===== src/inc/ctr_defs.vh =====
// Constants for the camera trigger command interpreter and its timing.
// Assumes a 100 MHz clk; all framing characters are plain ASCII.
`ifndef CTR_DEFS_VH
`define CTR_DEFS_VH
// Framing characters
`define CTR_CH_START 8'h40
`define CTR_CH_END 8'h21
// Command codes in the header byte
`define CTR_CMD_NULL 8'h00
`define CTR_CMD_READ 8'h01
`define CTR_CMD_WRITE 8'h02
// Status codes in the response header byte
`define CTR_ST_OK 8'h00
`define CTR_ST_ERR 8'h01
// Hex characters in a frame between start and end
`define CTR_FRAME_NIBS 4'hE
`define CTR_LAST_TX_IDX 4'hF
// Register addresses
`define CTR_A_CTRL_STATUS 8'h00
`define CTR_A_CAMERA_CONTROL 8'h01
`define CTR_A_UNIT_SPARE 8'h02
`define CTR_A_FRAME_PERIOD 8'h03
`define CTR_A_CAM0_COUNT 8'h04
`define CTR_A_CAM1_COUNT 8'h05
`define CTR_A_CAM2_COUNT 8'h06
`define CTR_A_CAM3_COUNT 8'h07
`define CTR_A_FLASH_ENABLES 8'h08
`define CTR_A_FLASH_TIMING 8'h09
`define CTR_A_CAMERA_POWER 8'hFE
`define CTR_A_FW_DATE 8'hFF
// Field positions
`define CTR_F_GLOBAL_EN 0
`define CTR_F_BUSY_CLEAR 1
`define CTR_F_CAM_EN_LSB 0
`define CTR_F_MAN_TRIG_LSB 4
`define CTR_F_DELAY_LSB 16
`define CTR_F_DUR_LSB 0
// Reset values
`define CTR_RST_FRAME_PERIOD 20'h1_5B4
`define CTR_RST_ACQ_COUNT 20'hF_FFFF
// Firmware date code; the value is arbitrary
`define CTR_FW_DATE_CODE 32'h0101_0101
// Timebase: 1 us tick derived from the 10 ns clock
`define CTR_TICK_NS 1000
`define CTR_CLK_NS 10
`define CTR_TICK_CYC (`CTR_TICK_NS / `CTR_CLK_NS)
// Last count of the 100-cycle divider, sized for its 7-bit counter
`define CTR_TICK_LAST 7'h63
`endif


===== src/rtl/ctr_timing.v =====
// Frame timer, per-camera frame acquire pulses and flash delay/duration.
// Assumes configuration inputs are stable flops in the same clk domain.
`include "ctr_defs.vh"
module ctr_timing (
	input wire clk,
	input wire rst,
	input wire global_en,
	input wire [3:0] cam_en,
	input wire [3:0] flash_en,
	input wire [19:0] frame_period,
	input wire [79:0] acq_counts,
	input wire [8:0] flash_delay,
	input wire [8:0] flash_dur,
	output reg [3:0] frame_acquire,
	output reg [3:0] flash_enable
);
	localparam [6:0] TICK_LAST = `CTR_TICK_LAST;
	reg [6:0] tick_cnt;
	reg [19:0] timer;
	reg [8:0] delay_left [0:3];
	reg [8:0] dur_left [0:3];
	wire tick = (tick_cnt == TICK_LAST);
	wire [19:0] next_timer = (timer >= frame_period) ? 20'h0_0000 : timer + 20'h0_0001;
	integer i;

	// Microsecond timebase and frame timer with wrap at the period
	always @(posedge clk or posedge rst) begin
		if (rst) begin
			tick_cnt <= 7'h00;
			timer <= 20'h0_0000;
		end else begin
			tick_cnt <= tick ? 7'h00 : tick_cnt + 7'h01;
			if (tick)
				timer <= next_timer;
		end
	end

	// Acquire pulse lasts one microsecond; flash follows after a delay
	always @(posedge clk or posedge rst) begin
		if (rst) begin
			frame_acquire <= 4'h0;
			flash_enable <= 4'h0;
			for (i = 0; i < 4; i = i + 1) begin
				delay_left[i] <= 9'h000;
				dur_left[i] <= 9'h000;
			end
		end else begin
			for (i = 0; i < 4; i = i + 1) begin
				if (!(global_en && cam_en[i])) begin
					frame_acquire[i] <= 1'b0;
					flash_enable[i] <= 1'b0;
					delay_left[i] <= 9'h000;
					dur_left[i] <= 9'h000;
				end else if (tick) begin
					// Count above the period never matches the timer
					frame_acquire[i] <= (next_timer == acq_counts[i*20 +: 20]);
					if (next_timer == acq_counts[i*20 +: 20]) begin
						delay_left[i] <= flash_delay;
						dur_left[i] <= (flash_delay == 9'h000) ? flash_dur : 9'h000;
						flash_enable[i] <= flash_en[i] && (flash_delay == 9'h000)
							&& (flash_dur != 9'h000);
					end else if (delay_left[i] != 9'h000) begin
						delay_left[i] <= delay_left[i] - 9'h001;
						if (delay_left[i] == 9'h001) begin
							dur_left[i] <= flash_dur;
							flash_enable[i] <= flash_en[i] && (flash_dur != 9'h000);
						end
					end else if (dur_left[i] != 9'h000) begin
						dur_left[i] <= dur_left[i] - 9'h001;
						if (dur_left[i] == 9'h001)
							flash_enable[i] <= 1'b0;
					end
					if (!flash_en[i])
						flash_enable[i] <= 1'b0;
				end
			end
		end
	end
endmodule


===== src/rtl/ctr_cmd_regs.v =====
// Command interpreter and configuration registers of the trigger controller.
// Assumes rx/tx characters come from a byte-wide serial bridge on clk.
//
// Notes on behaviour
// - Frames start with 0x40, end with 0x21; header, address, four payload bytes, checksum.
// - Command header 0x00 is null, 0x01 reads, 0x02 writes a register.
// - Response header carries 0x00 for accepted, 0x01 for error.
// - Checksum is the 8-bit sum of header, address and payload bytes.
// - Exactly one response is sent for each command received, rejected ones included.
// - Read ignores payload except checksum; reply echoes address with register contents.
// - Valid write stores payload; reply echoes address and data with fresh checksum.
// - Wrong payload length is not executed; reply is error with zero fields.
// - Console pins route serial port: top low selects microcontroller, 1000-1011 cameras.
// - Writing one to busy-clear clears busy; any trigger event sets busy.
// - Global enable low holds all frame acquire and flash outputs negated; camera power and manual triggers are not gated.
// - Manual trigger bits 7..4 force a trigger on cameras 3..0.
// - Camera enable bits 3..0 gate each camera's frame and flash outputs.
// - Frame period is a 20-bit microsecond cycle time; host avoids values below 0x15B4.
// - Frame timer advances one count per microsecond.
// - Acquire output is true for one microsecond when timer equals camera count.
// - Counts above the period never match, disabling that camera.
// - Flash enable bits 3..0 enable or disable each flash output.
// - Flash delay bits 24..16 set microseconds from frame enable to flash.
// - Flash duration bits 8..0 set how long flash stays true.
// - Camera power bits 3..0 switch each camera supply on or off.
// - Firmware register returns BCD serial, month, day and year bytes.
// - Frame timer resets to zero and wraps at the period count.
`include "ctr_defs.vh"
module ctr_cmd_regs (
	input wire clk,
	input wire rst,
	input wire [7:0] rx_data,
	input wire rx_valid,
	output reg rx_ready,
	output reg [7:0] tx_data,
	output reg tx_valid,
	input wire tx_ready,
	input wire [3:0] console_select_pins,
	output reg console_sel_mcu,
	output reg [3:0] console_sel_cam,
	input wire [3:0] trigger_sources,
	output reg busy,
	output reg [3:0] cam_manual_trigger,
	output reg [3:0] cam_power,
	output wire [3:0] frame_acquire,
	output wire [3:0] flash_enable
);
	// Parser states
	localparam [3:0] S_HUNT = 4'b0001;
	localparam [3:0] S_RECV = 4'b0010;
	localparam [3:0] S_SEND = 4'b0100;
	localparam [3:0] S_WAIT = 4'b1000;

	reg [3:0] state;
	reg [55:0] rx_buf;
	reg [3:0] rx_cnt;
	reg rx_over;
	reg rx_bad;
	reg [55:0] resp;
	reg [3:0] tx_idx;

	// Configuration registers
	reg global_en;
	reg [3:0] cam_en;
	reg [19:0] frame_period;
	reg [19:0] acq_cnt [0:3];
	reg [3:0] flash_en;
	reg [8:0] flash_delay;
	reg [8:0] flash_dur;

	// Converts an ASCII hex character; bit 4 flags a valid digit
	// Lower-case digits are taken as well, so hosts may send either case
	function [4:0] hex_to_nib;
		input [7:0] c;
		begin
			if (c >= 8'h30 && c <= 8'h39)
				hex_to_nib = {1'b1, c[3:0]};
			else if ((c >= 8'h41 && c <= 8'h46) || (c >= 8'h61 && c <= 8'h66))
				hex_to_nib = {1'b1, c[3:0] + 4'h9};
			else
				hex_to_nib = 5'h00;
		end
	endfunction

	// Converts a nibble to an upper-case ASCII hex character
	// Replies always use upper case, whatever case the command used
	function [7:0] nib_to_hex;
		input [3:0] n;
		begin
			if (n < 4'hA)
				nib_to_hex = {4'h3, n};
			else
				nib_to_hex = {4'h4, n - 4'h9};
		end
	endfunction

	// Eight-bit truncated sum of header, address and payload
	// Carries out of bit 7 are dropped by the function's own width
	function [7:0] frame_sum;
		input [47:0] f;
		begin
			frame_sum = f[47:40] + f[39:32] + f[31:24] + f[23:16] + f[15:8] + f[7:0];
		end
	endfunction

	// Register readback; reserved bits and addresses read zero
	function [31:0] read_reg;
		input [7:0] a;
		begin
			read_reg = 32'h0000_0000;
			case (a)
			`CTR_A_CTRL_STATUS: begin
				read_reg[`CTR_F_GLOBAL_EN] = global_en;
				read_reg[`CTR_F_BUSY_CLEAR] = busy; // Busy state reads back
			end
			// Manual trigger bits are write-only and read back as zero
			`CTR_A_CAMERA_CONTROL: read_reg[3:0] = cam_en;
			`CTR_A_FRAME_PERIOD: read_reg[19:0] = frame_period;
			`CTR_A_CAM0_COUNT: read_reg[19:0] = acq_cnt[0];
			`CTR_A_CAM1_COUNT: read_reg[19:0] = acq_cnt[1];
			`CTR_A_CAM2_COUNT: read_reg[19:0] = acq_cnt[2];
			`CTR_A_CAM3_COUNT: read_reg[19:0] = acq_cnt[3];
			`CTR_A_FLASH_ENABLES: read_reg[3:0] = flash_en;
			`CTR_A_FLASH_TIMING: begin
				read_reg[`CTR_F_DELAY_LSB +: 9] = flash_delay;
				read_reg[`CTR_F_DUR_LSB +: 9] = flash_dur;
			end
			`CTR_A_CAMERA_POWER: read_reg[3:0] = cam_power;
			`CTR_A_FW_DATE: read_reg = `CTR_FW_DATE_CODE;
			default: read_reg = 32'h0000_0000;
			endcase
		end
	endfunction

	// Fields of the captured command
	wire [7:0] cmd_hdr = rx_buf[55:48];
	wire [7:0] cmd_addr = rx_buf[47:40];
	wire [31:0] cmd_data = rx_buf[39:8];
	wire [7:0] cmd_sum = rx_buf[7:0];
	wire [4:0] rx_nib = hex_to_nib(rx_data);
	wire rx_take = rx_valid && rx_ready;
	wire frame_done = rx_take && (state == S_RECV) && (rx_data == `CTR_CH_END);
	// Short, overlong or non-hex frames all fail the length
	wire len_ok = (rx_cnt == `CTR_FRAME_NIBS) && !rx_over && !rx_bad;
	wire sum_ok = (frame_sum(rx_buf[55:8]) == cmd_sum);
	wire cmd_ok = len_ok && sum_ok && (cmd_hdr == `CTR_CMD_NULL
		|| cmd_hdr == `CTR_CMD_READ || cmd_hdr == `CTR_CMD_WRITE);
	wire do_write = frame_done && cmd_ok && (cmd_hdr == `CTR_CMD_WRITE);

	// Response built from the captured command
	// Latched at the end character, so nothing received later can disturb it
	reg [55:0] next_resp;
	always @* begin
		next_resp = 56'h00_0000_0000_0000;
		if (!cmd_ok) begin
			// Error reply carries zeros and the matching checksum
			next_resp[55:48] = `CTR_ST_ERR;
			next_resp[7:0] = frame_sum({`CTR_ST_ERR, 40'h00_0000_0000});
		end else begin
			next_resp[55:48] = `CTR_ST_OK;
			next_resp[47:40] = cmd_addr;
			if (cmd_hdr == `CTR_CMD_READ)
				next_resp[39:8] = read_reg(cmd_addr);
			else if (cmd_hdr == `CTR_CMD_WRITE)
				next_resp[39:8] = cmd_data;
			next_resp[7:0] = frame_sum(next_resp[55:8]);
		end
	end

	// Character selected for the current transmit slot
	reg [7:0] next_tx_char;
	always @* begin
		if (tx_idx == 4'h0)
			next_tx_char = `CTR_CH_START;
		else if (tx_idx == `CTR_LAST_TX_IDX)
			next_tx_char = `CTR_CH_END;
		else
			next_tx_char = nib_to_hex(resp[(4'hE - tx_idx) * 4 +: 4]);
	end

	// Frame parser and response sender
	// rx_ready stays low from the end character until the last reply char is taken,
	// so a host that sends early cannot overrun the single frame buffer
	always @(posedge clk or posedge rst) begin
		if (rst) begin
			state <= S_HUNT;
			rx_buf <= 56'h00_0000_0000_0000;
			rx_cnt <= 4'h0;
			rx_over <= 1'b0;
			rx_bad <= 1'b0;
			resp <= 56'h00_0000_0000_0000;
			tx_idx <= 4'h0;
			tx_data <= 8'h00;
			tx_valid <= 1'b0;
			rx_ready <= 1'b1;
		end else begin
			case (state)
			S_HUNT: begin
				if (rx_take && rx_data == `CTR_CH_START) begin
					state <= S_RECV;
					rx_cnt <= 4'h0;
					rx_over <= 1'b0;
					rx_bad <= 1'b0;
					rx_buf <= 56'h00_0000_0000_0000;
				end
			end
			S_RECV: begin
				if (rx_take) begin
					if (rx_data == `CTR_CH_START) begin
						// A new start restarts the frame
						rx_cnt <= 4'h0;
						rx_over <= 1'b0;
						rx_bad <= 1'b0;
						rx_buf <= 56'h00_0000_0000_0000;
					end else if (rx_data == `CTR_CH_END) begin
						// Every completed frame gets one reply
						resp <= next_resp;
						tx_idx <= 4'h0;
						rx_ready <= 1'b0;
						state <= S_SEND;
					end else if (!rx_nib[4]) begin
						rx_bad <= 1'b1;
					end else if (rx_cnt == `CTR_FRAME_NIBS) begin
						rx_over <= 1'b1; // Too many characters
					end else begin
						rx_buf <= {rx_buf[51:0], rx_nib[3:0]};
						rx_cnt <= rx_cnt + 4'h1;
					end
				end
			end
			S_SEND: begin
				tx_data <= next_tx_char;
				tx_valid <= 1'b1;
				state <= S_WAIT;
			end
			S_WAIT: begin
				if (tx_ready) begin
					tx_valid <= 1'b0;
					if (tx_idx == `CTR_LAST_TX_IDX) begin
						state <= S_HUNT;
						rx_ready <= 1'b1;
					end else begin
						tx_idx <= tx_idx + 4'h1;
						state <= S_SEND;
					end
				end
			end
			default: begin
				state <= S_HUNT;
				rx_ready <= 1'b1;
				tx_valid <= 1'b0;
			end
			endcase
		end
	end

	// Register writes from accepted write commands
	// Only a frame that passed length, checksum and header checks gets here
	always @(posedge clk or posedge rst) begin
		if (rst) begin
			global_en <= 1'b0;
			cam_en <= 4'h0;
			frame_period <= `CTR_RST_FRAME_PERIOD;
			acq_cnt[0] <= `CTR_RST_ACQ_COUNT;
			acq_cnt[1] <= `CTR_RST_ACQ_COUNT;
			acq_cnt[2] <= `CTR_RST_ACQ_COUNT;
			acq_cnt[3] <= `CTR_RST_ACQ_COUNT;
			flash_en <= 4'h0;
			flash_delay <= 9'h000;
			flash_dur <= 9'h000;
			cam_power <= 4'h0;
		end else if (do_write) begin
			case (cmd_addr)
			`CTR_A_CTRL_STATUS: global_en <= cmd_data[`CTR_F_GLOBAL_EN];
			`CTR_A_CAMERA_CONTROL: cam_en <= cmd_data[`CTR_F_CAM_EN_LSB +: 4];
			`CTR_A_FRAME_PERIOD: frame_period <= cmd_data[19:0];
			`CTR_A_CAM0_COUNT: acq_cnt[0] <= cmd_data[19:0];
			`CTR_A_CAM1_COUNT: acq_cnt[1] <= cmd_data[19:0];
			`CTR_A_CAM2_COUNT: acq_cnt[2] <= cmd_data[19:0];
			`CTR_A_CAM3_COUNT: acq_cnt[3] <= cmd_data[19:0];
			`CTR_A_FLASH_ENABLES: flash_en <= cmd_data[3:0];
			`CTR_A_FLASH_TIMING: begin
				flash_delay <= cmd_data[`CTR_F_DELAY_LSB +: 9];
				flash_dur <= cmd_data[`CTR_F_DUR_LSB +: 9];
			end
			`CTR_A_CAMERA_POWER: cam_power <= cmd_data[3:0];
			default: global_en <= global_en; // Reserved: no effect
			endcase
		end
	end

	// Manual triggers pulse for one cycle; busy set wins over clear
	// A trigger in the same cycle as a clear keeps busy set, so no event is lost
	wire man_write = do_write && (cmd_addr == `CTR_A_CAMERA_CONTROL);
	wire [3:0] man_bits = man_write ? cmd_data[`CTR_F_MAN_TRIG_LSB +: 4] : 4'h0;
	wire busy_clr = do_write && (cmd_addr == `CTR_A_CTRL_STATUS)
		&& cmd_data[`CTR_F_BUSY_CLEAR];
	wire any_trigger = (|trigger_sources) || (|man_bits);
	always @(posedge clk or posedge rst) begin
		if (rst) begin
			cam_manual_trigger <= 4'h0;
			busy <= 1'b0;
		end else begin
			cam_manual_trigger <= man_bits;
			if (any_trigger)
				busy <= 1'b1;
			else if (busy_clr)
				busy <= 1'b0;
		end
	end

	// Console routing from the select pins; microcontroller by default
	// The route follows the pins one clock later; codes 11xx select no port
	always @(posedge clk or posedge rst) begin
		if (rst) begin
			console_sel_mcu <= 1'b1;
			console_sel_cam <= 4'h0;
		end else begin
			console_sel_mcu <= !console_select_pins[3];
			if (console_select_pins[3] && !console_select_pins[2])
				console_sel_cam <= 4'h1 << console_select_pins[1:0];
			else
				console_sel_cam <= 4'h0;
		end
	end

	// Frame timer, acquire and flash generation
	// Camera power and manual triggers bypass the global enable on purpose
	ctr_timing u_timing (
		.clk(clk),
		.rst(rst),
		.global_en(global_en),
		.cam_en(cam_en),
		.flash_en(flash_en),
		.frame_period(frame_period),
		.acq_counts({acq_cnt[3], acq_cnt[2], acq_cnt[1], acq_cnt[0]}),
		.flash_delay(flash_delay),
		.flash_dur(flash_dur),
		.frame_acquire(frame_acquire),
		.flash_enable(flash_enable)
	);
endmodule


===== config.mk =====
export PLATFORM = sky130hd
export DESIGN_NAME = ctr_cmd_regs
export DESIGN_NICKNAME = d
export VERILOG_FILES = /design/src/rtl/ctr_timing.v /design/src/rtl/ctr_cmd_regs.v
export VERILOG_INCLUDE_DIRS = /design/src /design/src/inc
export SDC_FILE = /design/constraint.sdc
export NUM_CORES = 1
export LEC_CHECK = 0
export BUFFER_PORTS_ARGS = -buffer_cell sky130_fd_sc_hd__buf_2
export CAP_MARGIN = 20
export CELL_PAD_IN_SITES_DETAIL_PLACEMENT = 0
export CELL_PAD_IN_SITES_GLOBAL_PLACEMENT = 2
export CORE_MARGIN = 5
export CORE_UTILIZATION = 42
export CTS_CLUSTER_DIAMETER = 200
export DETAILED_ROUTE_END_ITERATION = 10
export PLACE_DENSITY_LB_ADDON = 0.1
export SLEW_MARGIN = 20
export SYNTH_ARGS = -nofsm -noshare
export SYNTH_HDL_FRONTEND = slang
export SYNTH_SLANG_ARGS = --single-unit

===== constraint.sdc =====
create_clock -name clk -period 19.87 [get_ports clk]
set_clock_uncertainty 0.2 [all_clocks]
set_input_delay 5.961 -clock clk [delete_from_list [all_inputs] [get_ports clk]]
set_output_delay 5.961 -clock clk [all_outputs]
set_load 0.02 [all_outputs]

; After elaboration in Yosys (flattened, before gate mapping)
; Cells that the tools add are included.
[classes]
n_addsub = 24
multipliers = 0
div_mod_pow = 0
magnitude_cmp = 8
eq_ne = 74
shifts = 2
muxes = 151
n_bitwise = 3
reduce_logical = 91
[op_table]
columns = operator, n
row1 = $mux 9, 41
row2 = $mux 56, 6
row3 = $pmux 56 s2, 1
row4 = $mux 32, 3
row5 = $reduce_bool 9->1, 9
row6 = $eq 20x20->1, 4
row7 = $add 8x8->8, 9
row8 = $eq 9x1->1 const B, 8
row9 = $mux 4, 18
row10 = $sub 9x1->9 const B, 8
row11 = $ne 5x5->1 const B, 12
row12 = $mux 1, 59
row13 = $shiftx 56x33->4, 1
row14 = $mux 40, 1
row15 = $pmux 5 s7, 1
row16 = $pmux 7 s5, 1
row17 = $logic_and 1x1->1, 33
row18 = $eq 8x3->1 const B, 4
row19 = $ne 4x4->1 const B, 8
row20 = $reduce_and 2->1, 15
row21 = $mux 7, 4
row22 = $pmux 4 s7, 1
row23 = $reduce_and 6->1, 4
row24 = $pmux 2 s11, 1
row25 = other kinds (52), 101
[totals]
ff_bits = 384
latchBits = 0
mem_bits_rw = 0
rom_bits = 0
inputBits = 20
output_inout_bits = 32
elab_cells = 396
mem_count = 0

; Longest topological paths before layout
[depth]
depth_word = 15
mapped_depth = 27
depth_no_buf = 25

; By module
; From an unflattened synthesis, not the netlist that was laid out.
[hier_totals]
cells_unflattened = 2564
area_unflattened_um2 = 24818.8
[modules_own_cells]
columns = module, n_inst, cells_each, area_per_inst_um2
row1 = ctr_cmd_regs, 1, 1252, 14526.4
row2 = ctr_timing, 1, 1312, 10292.4

; Worst setup path after synthesis
; No wires, ideal clock.
[synth_path]
kind = in2reg
from = in rx_data[6]
to = reg acq_cnt[66] (netlist name)
arrival_ns = 8.648
setup_slack_ns = 10.940
cell_stages = 12
n_path_buf = 4
path_cell_list = nor3b_1 > nand4b_1 > or3_1 > clkbuf_1 > nor4_1 > and3_1 > and2_1 > clkbuf_1 > and3_1 > clkbuf_1 > buf_1 > mux2_2
[synth_via]
elab_chain_len = 5
[synth_rtl]
columns = item, line
row1 = "start, declared", ctr_cmd_regs.v:32  ; input wire [7:0] rx_data,
row2 = $eq 8x6->1 (no source line), n/a
row3 = $logic_and 1x1->1, ctr_cmd_regs.v:142  ; wire frame_done = rx_take && (state == S_RECV) && (rx_data == `CTR_CH_END);
row4 = $logic_and 1x1->1 (2 in series), ctr_cmd_regs.v:148  ; wire do_write = frame_done && cmd_ok && (cmd_hdr == `CTR_CMD_WRITE);
row5 = $reduce_and 2->1 (no source line), n/a
row6 = "end, declared", ctr_cmd_regs.v:66  ; reg [19:0] acq_cnt [0:3];
; Every way passes these cells.
; A chain may end at the register's enable or synchronous reset.

; Final worst setup path
[layout_path]
from = in rx_data[6]
to = reg acq_cnt[31] (netlist name)
; Same word-level chain as after synthesis.

==> impl_metrics.ini <==
[outcome]
outcome = complete, no violations

[min_path]
hold_path.class = reg2reg

[place]
dpl-instance-area_sq_mm = 0.0254
gp_congestion = 0.926
dp_hpwl_mm = 60.7
io_buffers = 50

[power_and_ir_drop]
power_switching_share_pct = 23.0
netSwitchingPower_mw = 0.389
seqPwrFrac_pct = 45.7
power_density_mw_per_mm2 = 62.8
ir_drop_mv = 0.0631
power.internal_mw = 1.31
leakage_nw = 11.5
p_comb_share_pct = 2.2
clkPwrFrac_pct = 52.2

[die]
fp-row-count = 88
die_w_um = 251
fp.dieArea_sq_mm = 0.0632
io_pins = 52
start_util_pct = 42.4
die_y_um = 251
core-area_sq_mm = 0.0577

[critical_path]
timing.rr.end = resp[7]$_DFFE_PP0P_
worstSetupPathType = in2reg
critPathMaxFanout = 55
critPathLaunchType = input port
rr_startpoint = rx_buf[41]$_DFFE_PP0P_
endpoint = acq_cnt[31]$_DFFE_PP1P_
cp-end-kind = register
cp_data_arrival_time_ns = 9.84
cp.required_ns = 20.18
r2r_slack_ns = 13.07
cpPeakStageDelay_ns = 0.88
cp-startpoint = rx_data[6]
rr_worst_depth = 21
path_cells = buf_2 > nor3b_1 > nand4b_1 > or3_2 > buf_4 > nor4_1 > and3_1 > and2_1 > nand3_1 > mux2_2
cp_slowest_cell = nand3_1

[routing]
wl_per_cell_um = 25.3
firstDrtPassIters = 6
drt_first_iter_violations = 1704
finalWirelength_mm = 84.4
vias = 20200
ant_nets = 0
drc = 0
vias_per_cell = 6.05

[cells_and_area]
fin_nets = 2665
drive_gt1_share_pct = 17.3
final_cell_mix = 285 x dfrtp_1, 279 x nand2_1, 193 x o21ai_0, 169 x nor2_1, 140 x inv_1
area_growth_pct = 10.2
fin_area_sq_mm = 0.0270
antenna_cells = 0
final_common_cell = dfrtp_1

[cts]
cts_buffers = 46
clockBufferDepth = 3
cts.sink_count = 376
path_clk_slew_ns = 0.06
cts_hold_repair.buffers = 0
cts_tree = built
cts_setup_buffers = 0
htreeDepth = 2
clock_latency_ns = 0.60
ctsResizeCount = 0
clock-root-buffer = clkbuf_16

[logic_synthesis]
ys_ff_latch = 376
yosysSeqAreaShare_pct = 38.9
synthCells = 2555
ys.warnings.count = 0
ys_types = 99
synth_area_sq_mm = 0.0245
synthesis.nets = 2682
ys.flop_type = dfrtp_1
synth_area_per_cell_sq_um = 9.58
synth-edff-count = 0
netlist_top_cells_area = dfrtp_1 29%, dfstp_2 9.7%, mux2_2 5.8%
synth_top_area_share_pct = 29.2
synthArstFlopShare_pct = 100
synth_area_leader_cell = dfrtp_1

[global_routing]
overflow = 0
grt_max_degree = 105
antenna_found_initial = 1
track_usage_pct = 26.2
grt_pass1_wl_mm = 128
first_global_vias = 19600

[timing]
finalHoldViolations = 0
finalCriticalPeriod_ns = 9.53
drv_slew = 0
rsz0062_at_grt = no
hold_slack_ns = 0.273
tns_ns = 0
finalSetupViolCount = 0
finalCritPeriodShare_pct = 48.0
fmax_mhz = 105
maxSlewHeadroom_pct = 17.7
worst_pin_slew_ns = 1.22

[run]
drv_cap = 0
[layout make-up]
type / count / area (sq um)
clock buffers: 67 / 1310
fillers: 5526 / 30700
repair buffers: 92 / 577
well taps: 765 / 957
flip-flops and latches: 376 / 9520
inverters: 141 / 537
clock inverters: 19 / 256
multi-input cells: 1881 / 13800
[Yosys cell counts, types with 23 or more instances]
library cell  number
nor2_1           170
and2_1            25
a21oi_1          111
a22oi_1           29
nand4_1           26
mux4_2            23
nand2_1          280
xnor2_1           81
nor4_1            34
fa_1              47
dfrtp_1          286
o21ai_0          193
inv_1            141
xor2_1            31
mux2_2           127
ha_1              60
mux2i_1           40
clkbuf_1         115
nand3_1           68
o31ai_1           36
a22o_1            56
nor3_1            63
dfstp_2           90
[power by group through the flow]
stage,clock [mW],sequential [mW],combinational (mW)
after CTS,0.900,0.774,0.0379
after floorplan,0,0.785,0.0266
after detailed placement,0,0.787,0.0378
final,0.884,0.774,0.0366
after global routing,0.932,0.774,0.0424
after global placement,0,0.787,0.0372
[flip-flops by register name (all words and copies together), names as in the netlist, 7 cells and up]
signal / count
flash_dur: 9
tx_data: 7
u_timing.delay_left: 36
rx_buf: 56
resp: 49
u_timing.timer: 20
frame_period: 20
u_timing.tick_cnt: 7
flash_delay: 9
u_timing.dur_left: 36
acq_cnt: 80
[cells by family after synthesis]
logic type | share of synthesized area [%]
AOI/OAI and AO/OA | 17.2
other | 0.0153
and+or+nand+nor | 16.5
muxes | 9.59
buffers and inverters | 4.83
xor gates and xnor gates | 6.04
adders and majority gates | 6.91
DFF | 38.9
[per-layer routing]
metal	track usage [%]	wire [um]	vias to the layer above
li1	-	-	9209
met1	38.0	38600	10200
met5	0	0	-
met3	4.00	4660	132
met4	8.36	2950	0
met2	40.8	38200	625
[critical path: cells and delay by family]
| kind | cells | cell delay, ns |
|---|---|---|
| and+or+nand+nor | 7 | 2.84 |
| muxes | 1 | 0.58 |
| buffers and inverters | 2 | 0.41 |
[through the flow]
stage / std cells / power [mW] / utilization [%] / setup WS [ns]
after floorplan: 2555 / 0.811 / - / 3.41
after global placement: 3253 / 0.824 / 44.0 / 9.90
after detailed placement: 3253 / 0.825 / 44.0 / 9.77
after CTS: 3339 / 1.71 / 46.7 / 10.43
after global routing: 3341 / 1.75 / 46.8 / 10.12
final: 3341 / 1.69 / 46.8 / 10.34
[worst min path at each step]
stage | from | to | slack (ns) | cells past startpoint
2_1_floorplan | resp[16]$_DFFE_PP0P_ | resp[16]$_DFFE_PP0P_ | 0.24 | 2
3_3_place_gp | resp[44]$_DFFE_PP0P_ | resp[44]$_DFFE_PP0P_ | 0.26 | 2
3_5_place_dp | resp[20]$_DFFE_PP0P_ | resp[20]$_DFFE_PP0P_ | 0.27 | 2
4_1_cts | resp[20]$_DFFE_PP0P_ | resp[20]$_DFFE_PP0P_ | 0.28 | 2
5_1_grt | resp[20]$_DFFE_PP0P_ | resp[20]$_DFFE_PP0P_ | 0.29 | 2
6_report | tx_data[3]$_DFFE_PP0P_ | tx_data[3]$_DFFE_PP0P_ | 0.27 | 2
No activity file was read; power rests on OpenSTA's default activity.
